**src/pkg/t16oc_consts.svh**
```systemverilog
`ifndef T16OC_CONSTS_SVH
`define T16OC_CONSTS_SVH
// Register byte offsets.
`define T16OC_OFS_CTRL_A    8'h80
`define T16OC_OFS_CTRL_B    8'h81
`define T16OC_OFS_CNT_LO    8'h84
`define T16OC_OFS_CNT_HI    8'h85
`define T16OC_OFS_CAP_LO    8'h86
`define T16OC_OFS_CAP_HI    8'h87
`define T16OC_OFS_MA_LO     8'h88
`define T16OC_OFS_MA_HI     8'h89
`define T16OC_OFS_MB_LO     8'h8a
`define T16OC_OFS_MB_HI     8'h8b
`define T16OC_OFS_STATUS    8'h8c
`define T16OC_OFS_MASK      8'h8d
// Field positions.
`define T16OC_ACT_A_HI      7
`define T16OC_ACT_A_LO      6
`define T16OC_ACT_B_HI      5
`define T16OC_ACT_B_LO      4
`define T16OC_WAVE_HI_HI    4
`define T16OC_WAVE_HI_LO    3
`define T16OC_ST_WRAP       0
`define T16OC_ST_MATCH_A    1
`define T16OC_ST_MATCH_B    2
// Reset values.
`define T16OC_CTRL_RESET    8'h00
`define T16OC_WORD_RESET    16'h0000
// Fixed top values.
`define T16OC_TOP_MAX       16'hffff
`define T16OC_TOP_8BIT      16'h00ff
`define T16OC_TOP_9BIT      16'h01ff
`define T16OC_TOP_10BIT     16'h03ff
// Clock select codes.
`define T16OC_CS_STOP       3'h0
`define T16OC_CS_DIV1       3'h1
`define T16OC_CS_DIV8       3'h2
`define T16OC_CS_DIV64      3'h3
`define T16OC_CS_DIV256     3'h4
`define T16OC_CS_DIV1024    3'h5
`endif

```
**src/pkg/t16oc_pkg.sv**
```systemverilog
package t16oc_pkg;
  // Waveform family that steers the output action decode.
  typedef enum logic [1:0] {
    t16oc_plain,
    t16oc_ctc,
    t16oc_fast,
    t16oc_dual
  } t16oc_class_t;
  // Count direction of the dual-slope families.
  typedef enum logic {
    t16oc_up,
    t16oc_down
  } t16oc_dir_t;
endpackage : t16oc_pkg

```
**src/verilog/t16oc_top.sv**
```systemverilog
`timescale 1ns/1ps
`include "t16oc_consts.svh"
module t16oc_top
  import t16oc_pkg::*;
(
  input  wire logic       clk,
  input  wire logic       rst,
  input  wire logic [7:0] reg_addr,
  input  wire logic [7:0] reg_wdata,
  input  wire logic       reg_wr,
  input  wire logic       reg_rd,
  output logic      [7:0] reg_rdata,
  output logic            chan_a_wave_out,
  output logic            chan_b_wave_out,
  output logic            chan_a_pin_takeover,
  output logic            chan_b_pin_takeover,
  output logic            timer_irq
);

  logic [1:0]   chan_a_output_action;  // Channel A action field.
  logic [1:0]   chan_b_output_action;  // Channel B action field.
  logic [1:0]   wave_lo;               // Low mode bits, first control register.
  logic [1:0]   wave_hi;               // High mode bits, second control register.
  logic [2:0]   clk_sel;               // Timer clock select.
  logic [3:0]   wave_shape_select;     // Assembled mode code.
  logic [15:0]  count_value;           // Counter.
  logic [15:0]  capture_hold_value;    // Capture register, also a top source.
  logic [15:0]  buf_a;                 // Software copy of channel A compare.
  logic [15:0]  buf_b;                 // Software copy of channel B compare.
  logic [15:0]  chan_a_match_value;    // Active channel A compare.
  logic [15:0]  chan_b_match_value;    // Active channel B compare.
  logic [2:0]   status;                // Sticky event bits.
  logic [2:0]   mask;                  // Interrupt mask.
  t16oc_dir_t   dir;                   // Count direction.
  logic [9:0]   pre_cnt;               // Prescaler.
  logic         tick;                  // Timer clock enable.
  t16oc_class_t wave_class;            // Decoded family.
  logic         is_pfc;                // Frequency-correct dual slope.
  logic [15:0]  top;                   // Current top value.
  logic         at_top;                // Counter equals top.
  logic         at_bottom;             // Counter equals zero.
  logic         at_max;                // Counter equals all ones.
  logic         match_a;               // Channel A compare hit.
  logic         match_b;               // Channel B compare hit.
  logic         load_buf;              // Active compares reload now.
  logic         wrap_evt;              // Wrap flag event.
  logic         toggle_ok_a;           // Channel A toggle permitted.
  logic [2:0]   evt;                   // Events into status.
  logic         wr_a;                  // Write strobe decodes.
  logic         wr_b;
  logic [2:0]   w1c;                   // Status bits cleared by software.

  // The mode code is split over two registers and joined here.
  assign wave_shape_select = {wave_hi, wave_lo};

  // Strobe decodes shared by several processes.
  assign wr_a = reg_wr && reg_addr == `T16OC_OFS_CTRL_A;
  assign wr_b = reg_wr && reg_addr == `T16OC_OFS_CTRL_B;

  // Decode the family, the top source and the buffer policy.
  always_comb
  begin
    wave_class = t16oc_plain;
    is_pfc     = 1'b0;
    top        = `T16OC_TOP_MAX;
    case (wave_shape_select)
      4'h0: top = `T16OC_TOP_MAX;
      4'h1:
      begin
        wave_class = t16oc_dual;
        top        = `T16OC_TOP_8BIT;
      end
      4'h2:
      begin
        wave_class = t16oc_dual;
        top        = `T16OC_TOP_9BIT;
      end
      4'h3:
      begin
        wave_class = t16oc_dual;
        top        = `T16OC_TOP_10BIT;
      end
      4'h4:
      begin
        wave_class = t16oc_ctc;
        top        = chan_a_match_value;
      end
      4'h5:
      begin
        wave_class = t16oc_fast;
        top        = `T16OC_TOP_8BIT;
      end
      4'h6:
      begin
        wave_class = t16oc_fast;
        top        = `T16OC_TOP_9BIT;
      end
      4'h7:
      begin
        wave_class = t16oc_fast;
        top        = `T16OC_TOP_10BIT;
      end
      4'h8:
      begin
        wave_class = t16oc_dual;
        is_pfc     = 1'b1;
        top        = capture_hold_value;
      end
      4'h9:
      begin
        wave_class = t16oc_dual;
        is_pfc     = 1'b1;
        top        = chan_a_match_value;
      end
      4'ha:
      begin
        wave_class = t16oc_dual;
        top        = capture_hold_value;
      end
      4'hb:
      begin
        wave_class = t16oc_dual;
        top        = chan_a_match_value;
      end
      4'hc:
      begin
        wave_class = t16oc_ctc;
        top        = capture_hold_value;
      end
      4'he:
      begin
        wave_class = t16oc_fast;
        top        = capture_hold_value;
      end
      4'hf:
      begin
        wave_class = t16oc_fast;
        top        = chan_a_match_value;
      end
      // The reserved code behaves as a plain counter.
      default: top = `T16OC_TOP_MAX;
    endcase
  end

  // Compare and position events, all taken from the value before the tick.
  assign at_top    = count_value == top;
  assign at_bottom = count_value == 16'h0000;
  assign at_max    = count_value == `T16OC_TOP_MAX;
  assign match_a   = count_value == chan_a_match_value;
  assign match_b   = count_value == chan_b_match_value;

  // Among the fast and dual modes, toggle on A exists only in modes 9, b, e and f.
  assign toggle_ok_a = (wave_class == t16oc_fast && wave_shape_select[3:1] == 3'h7)
                    || (wave_class == t16oc_dual && wave_shape_select[3] && wave_shape_select[0]);

  // Buffered compares reload at top or bottom, immediately otherwise.
  always_comb
  begin
    load_buf = 1'b0;
    wrap_evt = 1'b0;
    case (wave_class)
      t16oc_fast:
      begin
        load_buf = at_bottom;
        wrap_evt = at_top;
      end
      t16oc_dual:
      begin
        load_buf = is_pfc ? (at_bottom && dir == t16oc_down) : (at_top && dir == t16oc_up);
        wrap_evt = at_bottom && dir == t16oc_down;
      end
      default:
      begin
        load_buf = 1'b1;
        wrap_evt = at_max;
      end
    endcase
  end

  // Prescaler: a free divider whose low bits pick the tick rate.
  always_ff @(posedge clk)
  begin
    if (rst)
      pre_cnt <= 10'h000;
    else
      pre_cnt <= pre_cnt + 10'h001;
  end

  // Tick selection; external clock codes are not wired and stop the timer.
  always_comb
  begin
    case (clk_sel)
      `T16OC_CS_DIV1:    tick = 1'b1;
      `T16OC_CS_DIV8:    tick = &pre_cnt[2:0];
      `T16OC_CS_DIV64:   tick = &pre_cnt[5:0];
      `T16OC_CS_DIV256:  tick = &pre_cnt[7:0];
      `T16OC_CS_DIV1024: tick = &pre_cnt;
      default:           tick = 1'b0;
    endcase
  end

  // Control registers; bits 3:2 of the first are not stored.
  always_ff @(posedge clk)
  begin
    if (rst)
    begin
      chan_a_output_action <= 2'h0;
      chan_b_output_action <= 2'h0;
      wave_lo              <= 2'h0;
      wave_hi              <= 2'h0;
      clk_sel              <= `T16OC_CS_STOP;
    end
    else
    begin
      if (wr_a)
      begin
        chan_a_output_action <= reg_wdata[`T16OC_ACT_A_HI:`T16OC_ACT_A_LO];
        chan_b_output_action <= reg_wdata[`T16OC_ACT_B_HI:`T16OC_ACT_B_LO];
        wave_lo              <= reg_wdata[1:0];
      end
      if (wr_b)
      begin
        wave_hi <= reg_wdata[`T16OC_WAVE_HI_HI:`T16OC_WAVE_HI_LO];
        clk_sel <= reg_wdata[2:0];
      end
    end
  end

  // Software copies of compares and the capture register.
  always_ff @(posedge clk)
  begin
    if (rst)
    begin
      buf_a              <= `T16OC_WORD_RESET;
      buf_b              <= `T16OC_WORD_RESET;
      capture_hold_value <= `T16OC_WORD_RESET;
    end
    else if (reg_wr)
    begin
      case (reg_addr)
        `T16OC_OFS_MA_LO:  buf_a[7:0]               <= reg_wdata;
        `T16OC_OFS_MA_HI:  buf_a[15:8]              <= reg_wdata;
        `T16OC_OFS_MB_LO:  buf_b[7:0]               <= reg_wdata;
        `T16OC_OFS_MB_HI:  buf_b[15:8]              <= reg_wdata;
        `T16OC_OFS_CAP_LO: capture_hold_value[7:0]  <= reg_wdata;
        `T16OC_OFS_CAP_HI: capture_hold_value[15:8] <= reg_wdata;
        default:           buf_a                    <= buf_a;
      endcase
    end
  end

  // Active compares; double buffering keeps PWM periods glitch free.
  always_ff @(posedge clk)
  begin
    if (rst)
    begin
      chan_a_match_value <= `T16OC_WORD_RESET;
      chan_b_match_value <= `T16OC_WORD_RESET;
    end
    else if (wave_class == t16oc_plain || wave_class == t16oc_ctc || (tick && load_buf))
    begin
      chan_a_match_value <= buf_a;
      chan_b_match_value <= buf_b;
    end
  end

  // Counter and direction; a software write beats the tick.
  always_ff @(posedge clk)
  begin
    if (rst)
    begin
      count_value <= `T16OC_WORD_RESET;
      dir         <= t16oc_up;
    end
    else if (reg_wr && reg_addr == `T16OC_OFS_CNT_LO)
      count_value[7:0] <= reg_wdata;
    else if (reg_wr && reg_addr == `T16OC_OFS_CNT_HI)
      count_value[15:8] <= reg_wdata;
    else if (tick)
    begin
      if (wave_class == t16oc_dual)
      begin
        if (dir == t16oc_up && (at_top || at_max))
        begin
          dir         <= t16oc_down;
          count_value <= count_value - 16'h0001;
        end
        else if (dir == t16oc_down && at_bottom)
        begin
          dir         <= t16oc_up;
          count_value <= count_value + 16'h0001;
        end
        else
          count_value <= (dir == t16oc_up) ? count_value + 16'h0001 : count_value - 16'h0001;
      end
      else
      begin
        dir         <= t16oc_up;
        count_value <= (wave_class != t16oc_plain && at_top) ? 16'h0000 : count_value + 16'h0001;
      end
    end
  end

  // Sticky status: an event in the clearing cycle still lands.
  assign evt = tick ? {match_b, match_a, wrap_evt} : 3'h0;
  assign w1c = (reg_wr && reg_addr == `T16OC_OFS_STATUS) ? reg_wdata[2:0] : 3'h0;

  always_ff @(posedge clk)
  begin
    if (rst)
    begin
      status <= 3'h0;
      mask   <= 3'h0;
    end
    else
    begin
      status <= (status & ~w1c) | evt;
      if (reg_wr && reg_addr == `T16OC_OFS_MASK)
        mask <= reg_wdata[2:0];
    end
  end

  // Pin takeover and interrupt, registered for clean outputs.
  always_ff @(posedge clk)
  begin
    if (rst)
    begin
      chan_a_pin_takeover <= 1'b0;
      chan_b_pin_takeover <= 1'b0;
      timer_irq           <= 1'b0;
    end
    else
    begin
      chan_a_pin_takeover <= |chan_a_output_action;
      chan_b_pin_takeover <= |chan_b_output_action;
      timer_irq           <= |(status & mask);
    end
  end

  // Read data stands only in the cycle after the strobe.
  always_ff @(posedge clk)
  begin
    if (rst || !reg_rd)
      reg_rdata <= 8'h00;
    else
    begin
      case (reg_addr)
        `T16OC_OFS_CTRL_A: reg_rdata <= {chan_a_output_action, chan_b_output_action, 2'b00, wave_lo};
        `T16OC_OFS_CTRL_B: reg_rdata <= {3'b000, wave_hi, clk_sel};
        `T16OC_OFS_CNT_LO: reg_rdata <= count_value[7:0];
        `T16OC_OFS_CNT_HI: reg_rdata <= count_value[15:8];
        `T16OC_OFS_CAP_LO: reg_rdata <= capture_hold_value[7:0];
        `T16OC_OFS_CAP_HI: reg_rdata <= capture_hold_value[15:8];
        `T16OC_OFS_MA_LO:  reg_rdata <= buf_a[7:0];
        `T16OC_OFS_MA_HI:  reg_rdata <= buf_a[15:8];
        `T16OC_OFS_MB_LO:  reg_rdata <= buf_b[7:0];
        `T16OC_OFS_MB_HI:  reg_rdata <= buf_b[15:8];
        `T16OC_OFS_STATUS: reg_rdata <= {5'h00, status};
        `T16OC_OFS_MASK:   reg_rdata <= {5'h00, mask};
        default:           reg_rdata <= 8'h00;
      endcase
    end
  end

  // Output channels; B can never toggle in the fast and dual families.
  t16oc_wave_unit u_wave_a (
    .clk          (clk),
    .rst          (rst),
    .tick         (tick),
    .wave_class   (wave_class),
    .action       (chan_a_output_action),
    .toggle_ok    (toggle_ok_a),
    .match        (match_a),
    .at_bottom    (at_bottom),
    .match_is_top (chan_a_match_value == top),
    .dir          (dir),
    .wave         (chan_a_wave_out)
  );

  t16oc_wave_unit u_wave_b (
    .clk          (clk),
    .rst          (rst),
    .tick         (tick),
    .wave_class   (wave_class),
    .action       (chan_b_output_action),
    .toggle_ok    (1'b0),
    .match        (match_b),
    .at_bottom    (at_bottom),
    .match_is_top (chan_b_match_value == top),
    .dir          (dir),
    .wave         (chan_b_wave_out)
  );
endmodule : t16oc_top

```
**src/verilog/t16oc_wave_unit.sv**
```systemverilog
`timescale 1ns/1ps
// One compare output channel: decodes its action field per waveform family.
module t16oc_wave_unit
  import t16oc_pkg::*;
(
  input  wire logic         clk,
  input  wire logic         rst,
  input  wire logic         tick,
  input  wire t16oc_class_t wave_class,
  input  wire logic [1:0]   action,
  input  wire logic         toggle_ok,
  input  wire logic         match,
  input  wire logic         at_bottom,
  input  wire logic         match_is_top,
  input  wire t16oc_dir_t   dir,
  output logic              wave
);

  // The output latch moves only on timer ticks; the counter also moves on software writes.
  always_ff @(posedge clk)
  begin
    if (rst)
    begin
      wave <= 1'b0;
    end
    else if (tick && action != 2'b00)
    begin
      case (wave_class)
        t16oc_fast:
        begin
          // Toggle only where the mode allows it for this channel.
          if (action == 2'b01)
          begin
            if (toggle_ok && match)
              wave <= ~wave;
          end
          // A match equal to top is dropped; bottom still acts.
          else if (match && !match_is_top)
            wave <= action[0];
          else if (at_bottom)
            wave <= ~action[0];
        end
        t16oc_dual:
        begin
          if (action == 2'b01)
          begin
            if (toggle_ok && match)
              wave <= ~wave;
          end
          else if (match)
          begin
            // Direction decides the sense, so pulses stay centred.
            wave <= (dir == t16oc_up) ? action[0] : ~action[0];
          end
        end
        default:
        begin
          // Normal and clear-on-match families.
          if (match)
          begin
            if (action == 2'b01)
              wave <= ~wave;
            else
              wave <= action[0];
          end
        end
      endcase
    end
  end

endmodule : t16oc_wave_unit

```
**config.mk**
```make
export PLATFORM = sky130hd
export DESIGN_NAME = t16oc_top
export DESIGN_NICKNAME = d
export VERILOG_FILES = /design/src/pkg/t16oc_pkg.sv /design/src/verilog/t16oc_top.sv /design/src/verilog/t16oc_wave_unit.sv
export VERILOG_INCLUDE_DIRS = /design/src /design/src/pkg
export SDC_FILE = /design/constraint.sdc
export NUM_CORES = 1
export LEC_CHECK = 0
export ABC_AREA = 1
export BUFFER_PORTS_ARGS = -buffer_cell sky130_fd_sc_hd__buf_2
export CAP_MARGIN = 20
export CORE_MARGIN = 3
export CORE_UTILIZATION = 55
export DETAILED_ROUTE_END_ITERATION = 10
export PLACE_DENSITY = 0.76
export SETUP_SLACK_MARGIN = 0.15
export SLEW_MARGIN = 40
export SYNTH_ARGS = -nofsm -noshare
export SYNTH_HDL_FRONTEND = slang
export SYNTH_SLANG_ARGS = --single-unit
```
**constraint.sdc**
```tcl
create_clock -name clk -period 3.11 [get_ports clk]
set_input_delay 0.622 -clock clk [delete_from_list [all_inputs] [get_ports clk]]
set_output_delay 0.622 -clock clk [all_outputs]
set_load 0.05 [all_outputs]
```
-- After elaboration in Yosys (flattened, before gate mapping)
Index checks and enable logic that the tools add are counted.
- register bits: 137
- bits of input ports: 20
- output and inout bits: 13
- word-level logic and storage cells: 194
- add/sub/neg operators: 3
- eq/ne operators: 51
- multiplexer cells: 41
- bitwise gates (word level): 11
- reductions and logical operators: 63
- operators with widths (kind ; number):
    == test 8 bit, second input constant ; 12
    2-to-1 mux 16 bit ; 6
    one-hot mux 8 bit (12 select lines) ; 1
    == test 16 bit ; 5
    one-hot mux 16 bit (5 select lines) ; 1
    == test 4 bit, second input constant ; 7
    2-to-1 mux 8 bit ; 3
    2-to-1 mux 1 bit ; 22
    logical AND 1 bit ; 19
    adder 16 x 1 -> 16 bit, second input constant ; 1
    == test 16 bit, second input constant ; 1
    == test 4 x 3 -> 1 bit, second input constant ; 4
    logical NOT 16 bit ; 1
    AND reduction 2 bit ; 8
    subtractor 16 x 1 -> 16 bit, second input constant ; 1
    OR reduction 2 bit ; 7
    AND reduction 6 bit ; 2
    nonzero test 2 bit ; 6
    adder 10 x 1 -> 10 bit, second input constant ; 1
    AND reduction 10 bit ; 1
    == test 3 bit, second input constant ; 3
    == test 4 x 2 -> 1 bit, second input constant ; 2
    != test 2 bit, second input constant ; 4
    one-hot mux 1 bit (2 select lines) ; 4
    other kinds (26) ; 47

-- Logic depth before layout (Yosys ltp)
- word-level depth: 11
- gate-level depth with buffers: 21
- gate-level depth less buffers: 21

-- By module
From an unflattened synthesis, not the netlist that was laid out.
- cell total of the unflattened synthesis: 1464
- area total of the unflattened synthesis: 9083.7 µm²
- by module, submodules not included (module ; instances ; cells an instance ; area each (µm²) ; seq. area each (µm²)):
    t16oc_top ; 1 ; 1358 ; 8603.3 ; 2702.6
    t16oc_wave_unit ; 2 ; 53 ; 240.2 ; 20.0

-- Worst setup path before layout
No wires, ideal clock.
- path kind: input -> register
- start: input port reg_addr[5]
- end: register count_value[12]
- setup time: 132 ps
- data arrival time: 2382 ps
- required time: 2978 ps
- path slack: 596 ps
- stages: 10
- buffers on the path: 2
- cell sequence: nor4_2 > inv_1 > buf_2 > nor3_1 > nand3_1 > o21ai_1 > clkbuf_1 > a21oi_1 > nand2_1 > a21oi_1
- cells in the longest elaborated chain, start to end: 4
- elaborated cells between the ends (all ways): 8
- those cells by class: 2 x eq/ne; 1 x mux; 1 x bitwise; 4 x reduce/logical
- ends and longest elaborated chain (what ; line ; RTL):
    start, declared ; t16oc_top.sv:8 ; input wire logic [7:0] reg_addr,
    == test 8 bit ; -- ;
    logical AND 1 bit (no source line) ; -- ;
    nonzero test 2 bit (no source line) or NOT 1 bit (tied branches) ; -- ;
    AND reduction 2 bit (no source line) ; -- ;
    end signal, assigned ; t16oc_top.sv:272 ; count_value <= `T16OC_WORD_RESET;
    end signal, assigned ; t16oc_top.sv:278 ; count_value[15:8] <= reg_wdata;
    end signal, assigned ; t16oc_top.sv:286 ; count_value <= count_value - 16'h0001;
    end, declared ; t16oc_top.sv:26 ; logic [15:0] count_value;
Parallel ways exist; a longest one is shown, timed or not.
A chain may end at the register's enable or synchronous reset.

-- Worst setup path in the final report
- start: register count_value[8]
- end: register u_wave_a.wave
- cells in the longest elaborated chain, start to end: 5
- elaborated cells between the ends (all ways): 13
- those cells by class: 3 x eq/ne; 5 x mux; 5 x reduce/logical
- ends and longest elaborated chain (what ; line ; RTL):
    == test 16 bit ; t16oc_top.sv:149 ; assign match_a = count_value == chan_a_match_value;
    logical AND 1 bit, on equally long branches ; t16oc_wave_unit.sv:34, t16oc_wave_unit.sv:47, t16oc_wave_unit.sv:38 ;
    2-to-1 mux 1 bit, on equally long branches (2 in series) ; -- ;
    one-hot mux 1 bit (2 select lines) ; t16oc_wave_unit.sv:28 ; case (wave_class)
    end signal, assigned ; t16oc_wave_unit.sv:35 ; wave <= ~wave;
    end signal, assigned ; t16oc_wave_unit.sv:39 ; wave <= action[0];
    end signal, assigned ; t16oc_wave_unit.sv:48 ; wave <= ~wave;
    end, declared ; t16oc_wave_unit.sv:16 ; output logic wave
Parallel ways exist; a longest one is shown, timed or not.

==> results summary <==
The H-tree generated during clock tree synthesis spans 4 levels. The mean number of vias per cell came out at 5.96. Total power for the finished layout comes to 3.88 mW.

Data arrives at the worst endpoint at 3180 ps. From synthesis to final layout, the design area changed by 13.2%. By instance count, the leading cell after synthesis is nand2_1. After clock tree synthesis, the setup repair step added 0 buffers.

The biggest area consumer among synthesized cells is dfxtp_1. The endpoint of the worst hold-timing path is pre_cnt[0]. The final antenna diode count is 0. In this run the clock root is driven by a clkbuf_16.

The number of standard cells in the layout, taps in and fillers out is 1621. The first-pass GRT wire length is 48.8 mm. The routed length per instance is 19.7 um. The routed layout has 9667 vias. The remaining global-route overflow is 0.

The worst reg2reg path depth is 12. The netlist area before placement came out at 0.00861 mm^2. The DRC violation count after routing is 0.

In the global route stage, overall resource usage came out at 35.9%. The top-level I/O count is 33. In the synthesized netlist the dominant register cell turns out to be dfxtp_1. The sort of element at the end of the critical path is a flop. The proportion of synthesized chip area in sequential cells came out at 31.8%. The max-cap violation count came out at 0.

The highest fanout seen on the critical path came out at 9. The total nets after synthesis came out at 1392. Of the cells placed in the final design, the portion with a size suffix greater than 1 is 10.4%. STA classifies the critical path startpoint as a flop. In the post-synthesis netlist, the biggest area contributors are dfxtp_1, nand2_1, a21oi_1.

The die height came out at 131 um. The count of cell types in the netlist is 45. The average cell area after synthesis is 6.30 um^2. The TritonCTS clock tree is built. The effective utilization at floorplan came out at 56.4%. The worst register-to-register path begins at count_value[8]. Across the VDD grid, the largest voltage drop is 0.378 mV. The worst slew margin relative to its limit came out at 49.7%.

The final-layout worst hold slack is 450 ps. The number of iterations in the first detailed-routing pass came out at 6. The transition time at the pin with the least slew margin came out at 755 ps.

The fraction of registers with async set/reset came out at 0%. The die area came out at 0.0172 mm^2. Summed over all failing endpoints, the final setup total negative slack is 0 ps. The core box area is 0.0153 mm^2. The horizontal extent of the die came out at 131 um. The clock period minus final worst setup slack came out at 2820 ps. The worst setup path is of the reg2reg kind. The final estimated routing congestion in global placement is 1.03. During placement, the flow inserted port buffers numbering 32. The via count of the first global-routing pass came out at 8583.

After synthesis the netlist holds a flip-flop and latch count of 137. The placed wire-length estimate came out at 24.0 mm. The setup clock skew after layout came out at 9.71 ps. The path class of the tightest hold or removal check is reg2reg. The clock reaches the later pin of the worst-skew pair after 440 ps. In this run the most critical hold path is launched from pre_cnt[0].

The library cell contributing the largest single delay on the critical path is dfxtp_1. Setup repair after global routing left no endpoint under its margin. STA puts the critical path data required time at 3470 ps.

The top-area cell type share of the netlist area is 31.8%. The number of setup violations in the final report came out at 0. The layout has 1458 filler cells.

The maximum buffer depth of the clock tree is 2. For this design, the CTS-stage hold fixing added 0 buffers. Sorting the synthesized cells by how often they occur yields nand2_1, inv_1, a21oi_1. The portion of the clock cycle consumed by the worst path in the final layout is 90.8%. The number of failing hold endpoints at the final stage is 0.

The largest net degree at the start of global routing is 66. The power density of the placed cells is 398 mW/mm^2. The total clock sinks came out at 137. The synthesized netlist cell count came out at 1368. The cell leakage power is 3.96 nW. The count of nets after finishing came out at 1421. The number of warnings reported in the yosys synthesis log came out at 0.

The initial antenna violation count is 0. The cell total after placement is 1587. In this design, the stage delay of the slowest critical-path cell is 620 ps. The final layout contains routed wiring with a total length of 31.9 mm. The upper clock frequency limit came out at 0.354 GHz.

The run finished with clean final reports. The most numerous cell type found on the critical path is nand2_1. The number of buffers created by CTS came out at 17. The endpoint identified for the worst register-to-register timing path is u_wave_a.wave. Across all register-to-register paths, the minimum setup slack is 290 ps. In this run the remaining antenna-violating nets after routing total 0. After the first detailed-routing iteration, the DRC count stood at 1399. Traced cell by cell, the critical path runs through inv_1 -> nand2_1 -> nand4_1 -> nor4_1 -> and2_1 -> nand3_1 -> nand3_1 -> nand2_1 -> nand3b_1 -> nand2_1 -> nand2_1 -> a21oi_1. The clock slew at the register clock pins of the worst setup and hold paths came out at 70 ps. The cell row count is 45.

The hold-critical path depth came out at 1. The number of enable flip-flop cells after synthesis came out at 0. The number of pins exceeding their max-slew limit in the final report was 0.
## stage by stage
stage               util (%)  area (um^2)  worst slack, ps
floorplan                  -         8610              596
global placement        59.4         9060              303
detailed placement      59.4         9060              259
CTS                     63.1         9630              240
global route            63.9         9750              141
finish                  63.9         9750              286
## power by group
| part | switching, mW | internal (mW) | total, mW |
|---|---|---|---|
| clock network | 0.885 | 1.08 | 1.96 |
| logic | 0.117 | 0.0378 | 0.155 |
| registers | 0.00489 | 1.76 | 1.77 |
## repair_timing
action                                  4_1_cts  5_1_grt
gates resized for setup                       0       26
endpoints found under the setup margin        0       47
hold endpoints to repair                      0        0
## flip-flops by register name (all words and copies together) (netlist names)
| name | flops |
|---|---|
| buf_a | 16 |
| buf_b | 16 |
| capture_hold_value | 16 |
| chan_a_match_value | 16 |
| chan_a_output_action | 2 |
| chan_a_pin_takeover | 1 |
| chan_b_match_value | 16 |
| chan_b_output_action | 2 |
| chan_b_pin_takeover | 1 |
| clk_sel | 3 |
| count_value | 16 |
| dir | 1 |
| mask | 3 |
| pre_cnt | 10 |
| reg_rdata | 8 |
| status | 3 |
| timer_irq | 1 |
| u_wave_a.wave | 1 |
| u_wave_b.wave | 1 |
| wave_hi | 2 |
| wave_lo | 2 |
## logic make-up (layout without fill, tap and decap cells)
logic type | count (synthesis) | in the layout | synth area share (%)
DFF | 137 | 137 | 31.8
and+or+nand+nor | 617 | 619 | 31.4
buffers and inverters | 258 | 298 | 11.8
xor gates and xnor gates | 49 | 49 | 4.98
AOI/OAI and AO/OA | 303 | 303 | 19.5
adders and majority gates | 4 | 4 | 0.581
## worst max-delay path by stage
stage                     cells after the start  slack, ps           start                endpoint
after detailed placement                     19        260      wave_lo[1]   chan_b_match_value[4]
after CTS                                    20        240      wave_lo[1]  chan_a_match_value[12]
after global placement                       15        300  count_value[1]         count_value[11]
after floorplan                              10        600     reg_addr[5]         count_value[12]
after global routing                         19        140      wave_lo[1]  chan_a_match_value[15]
final                                        12        290  count_value[8]           u_wave_a.wave
## cell type report
type                    count  area (um^2)  share of cell area (%)
flip-flops and latches    137         2750                    28.2
clock buffers              18          439                    4.51
clock inverters            14          130                    1.33
well taps                 211          264                    2.71
repair buffers             70          458                    4.70
inverters                 196          736                    7.55
multi-input cells         975         4970                    51.0
## cells in the final DEF (no fill, tap or decap), types with 32 or more instances in the layout
cell type    n
nand4_1     32
o21ai_0     74
o22ai_1     51
nand2_1    295
nor2_1      96
xor2_1      48
buf_2       32
inv_1      184
dfxtp_1    134
nand3_1    121
buf_4       37
a21oi_1    142
## critical path: cells and delay by family (launching register included)
family	cells	cell delay (ps)
flops	1	620
simple gates	10	1830
compound gates	1	110
buf+inv	1	180
## per-layer routing
layer	global-route usage, %	part of all wire (%)	vias up
li1	-	-	4623
met1	50.3	41	4305
met2	54.6	43	645
met3	7.01	11	94
met4	14.5	3.9	0
met5	0	0	-
Note: power is estimated with default switching activity, not from simulation.
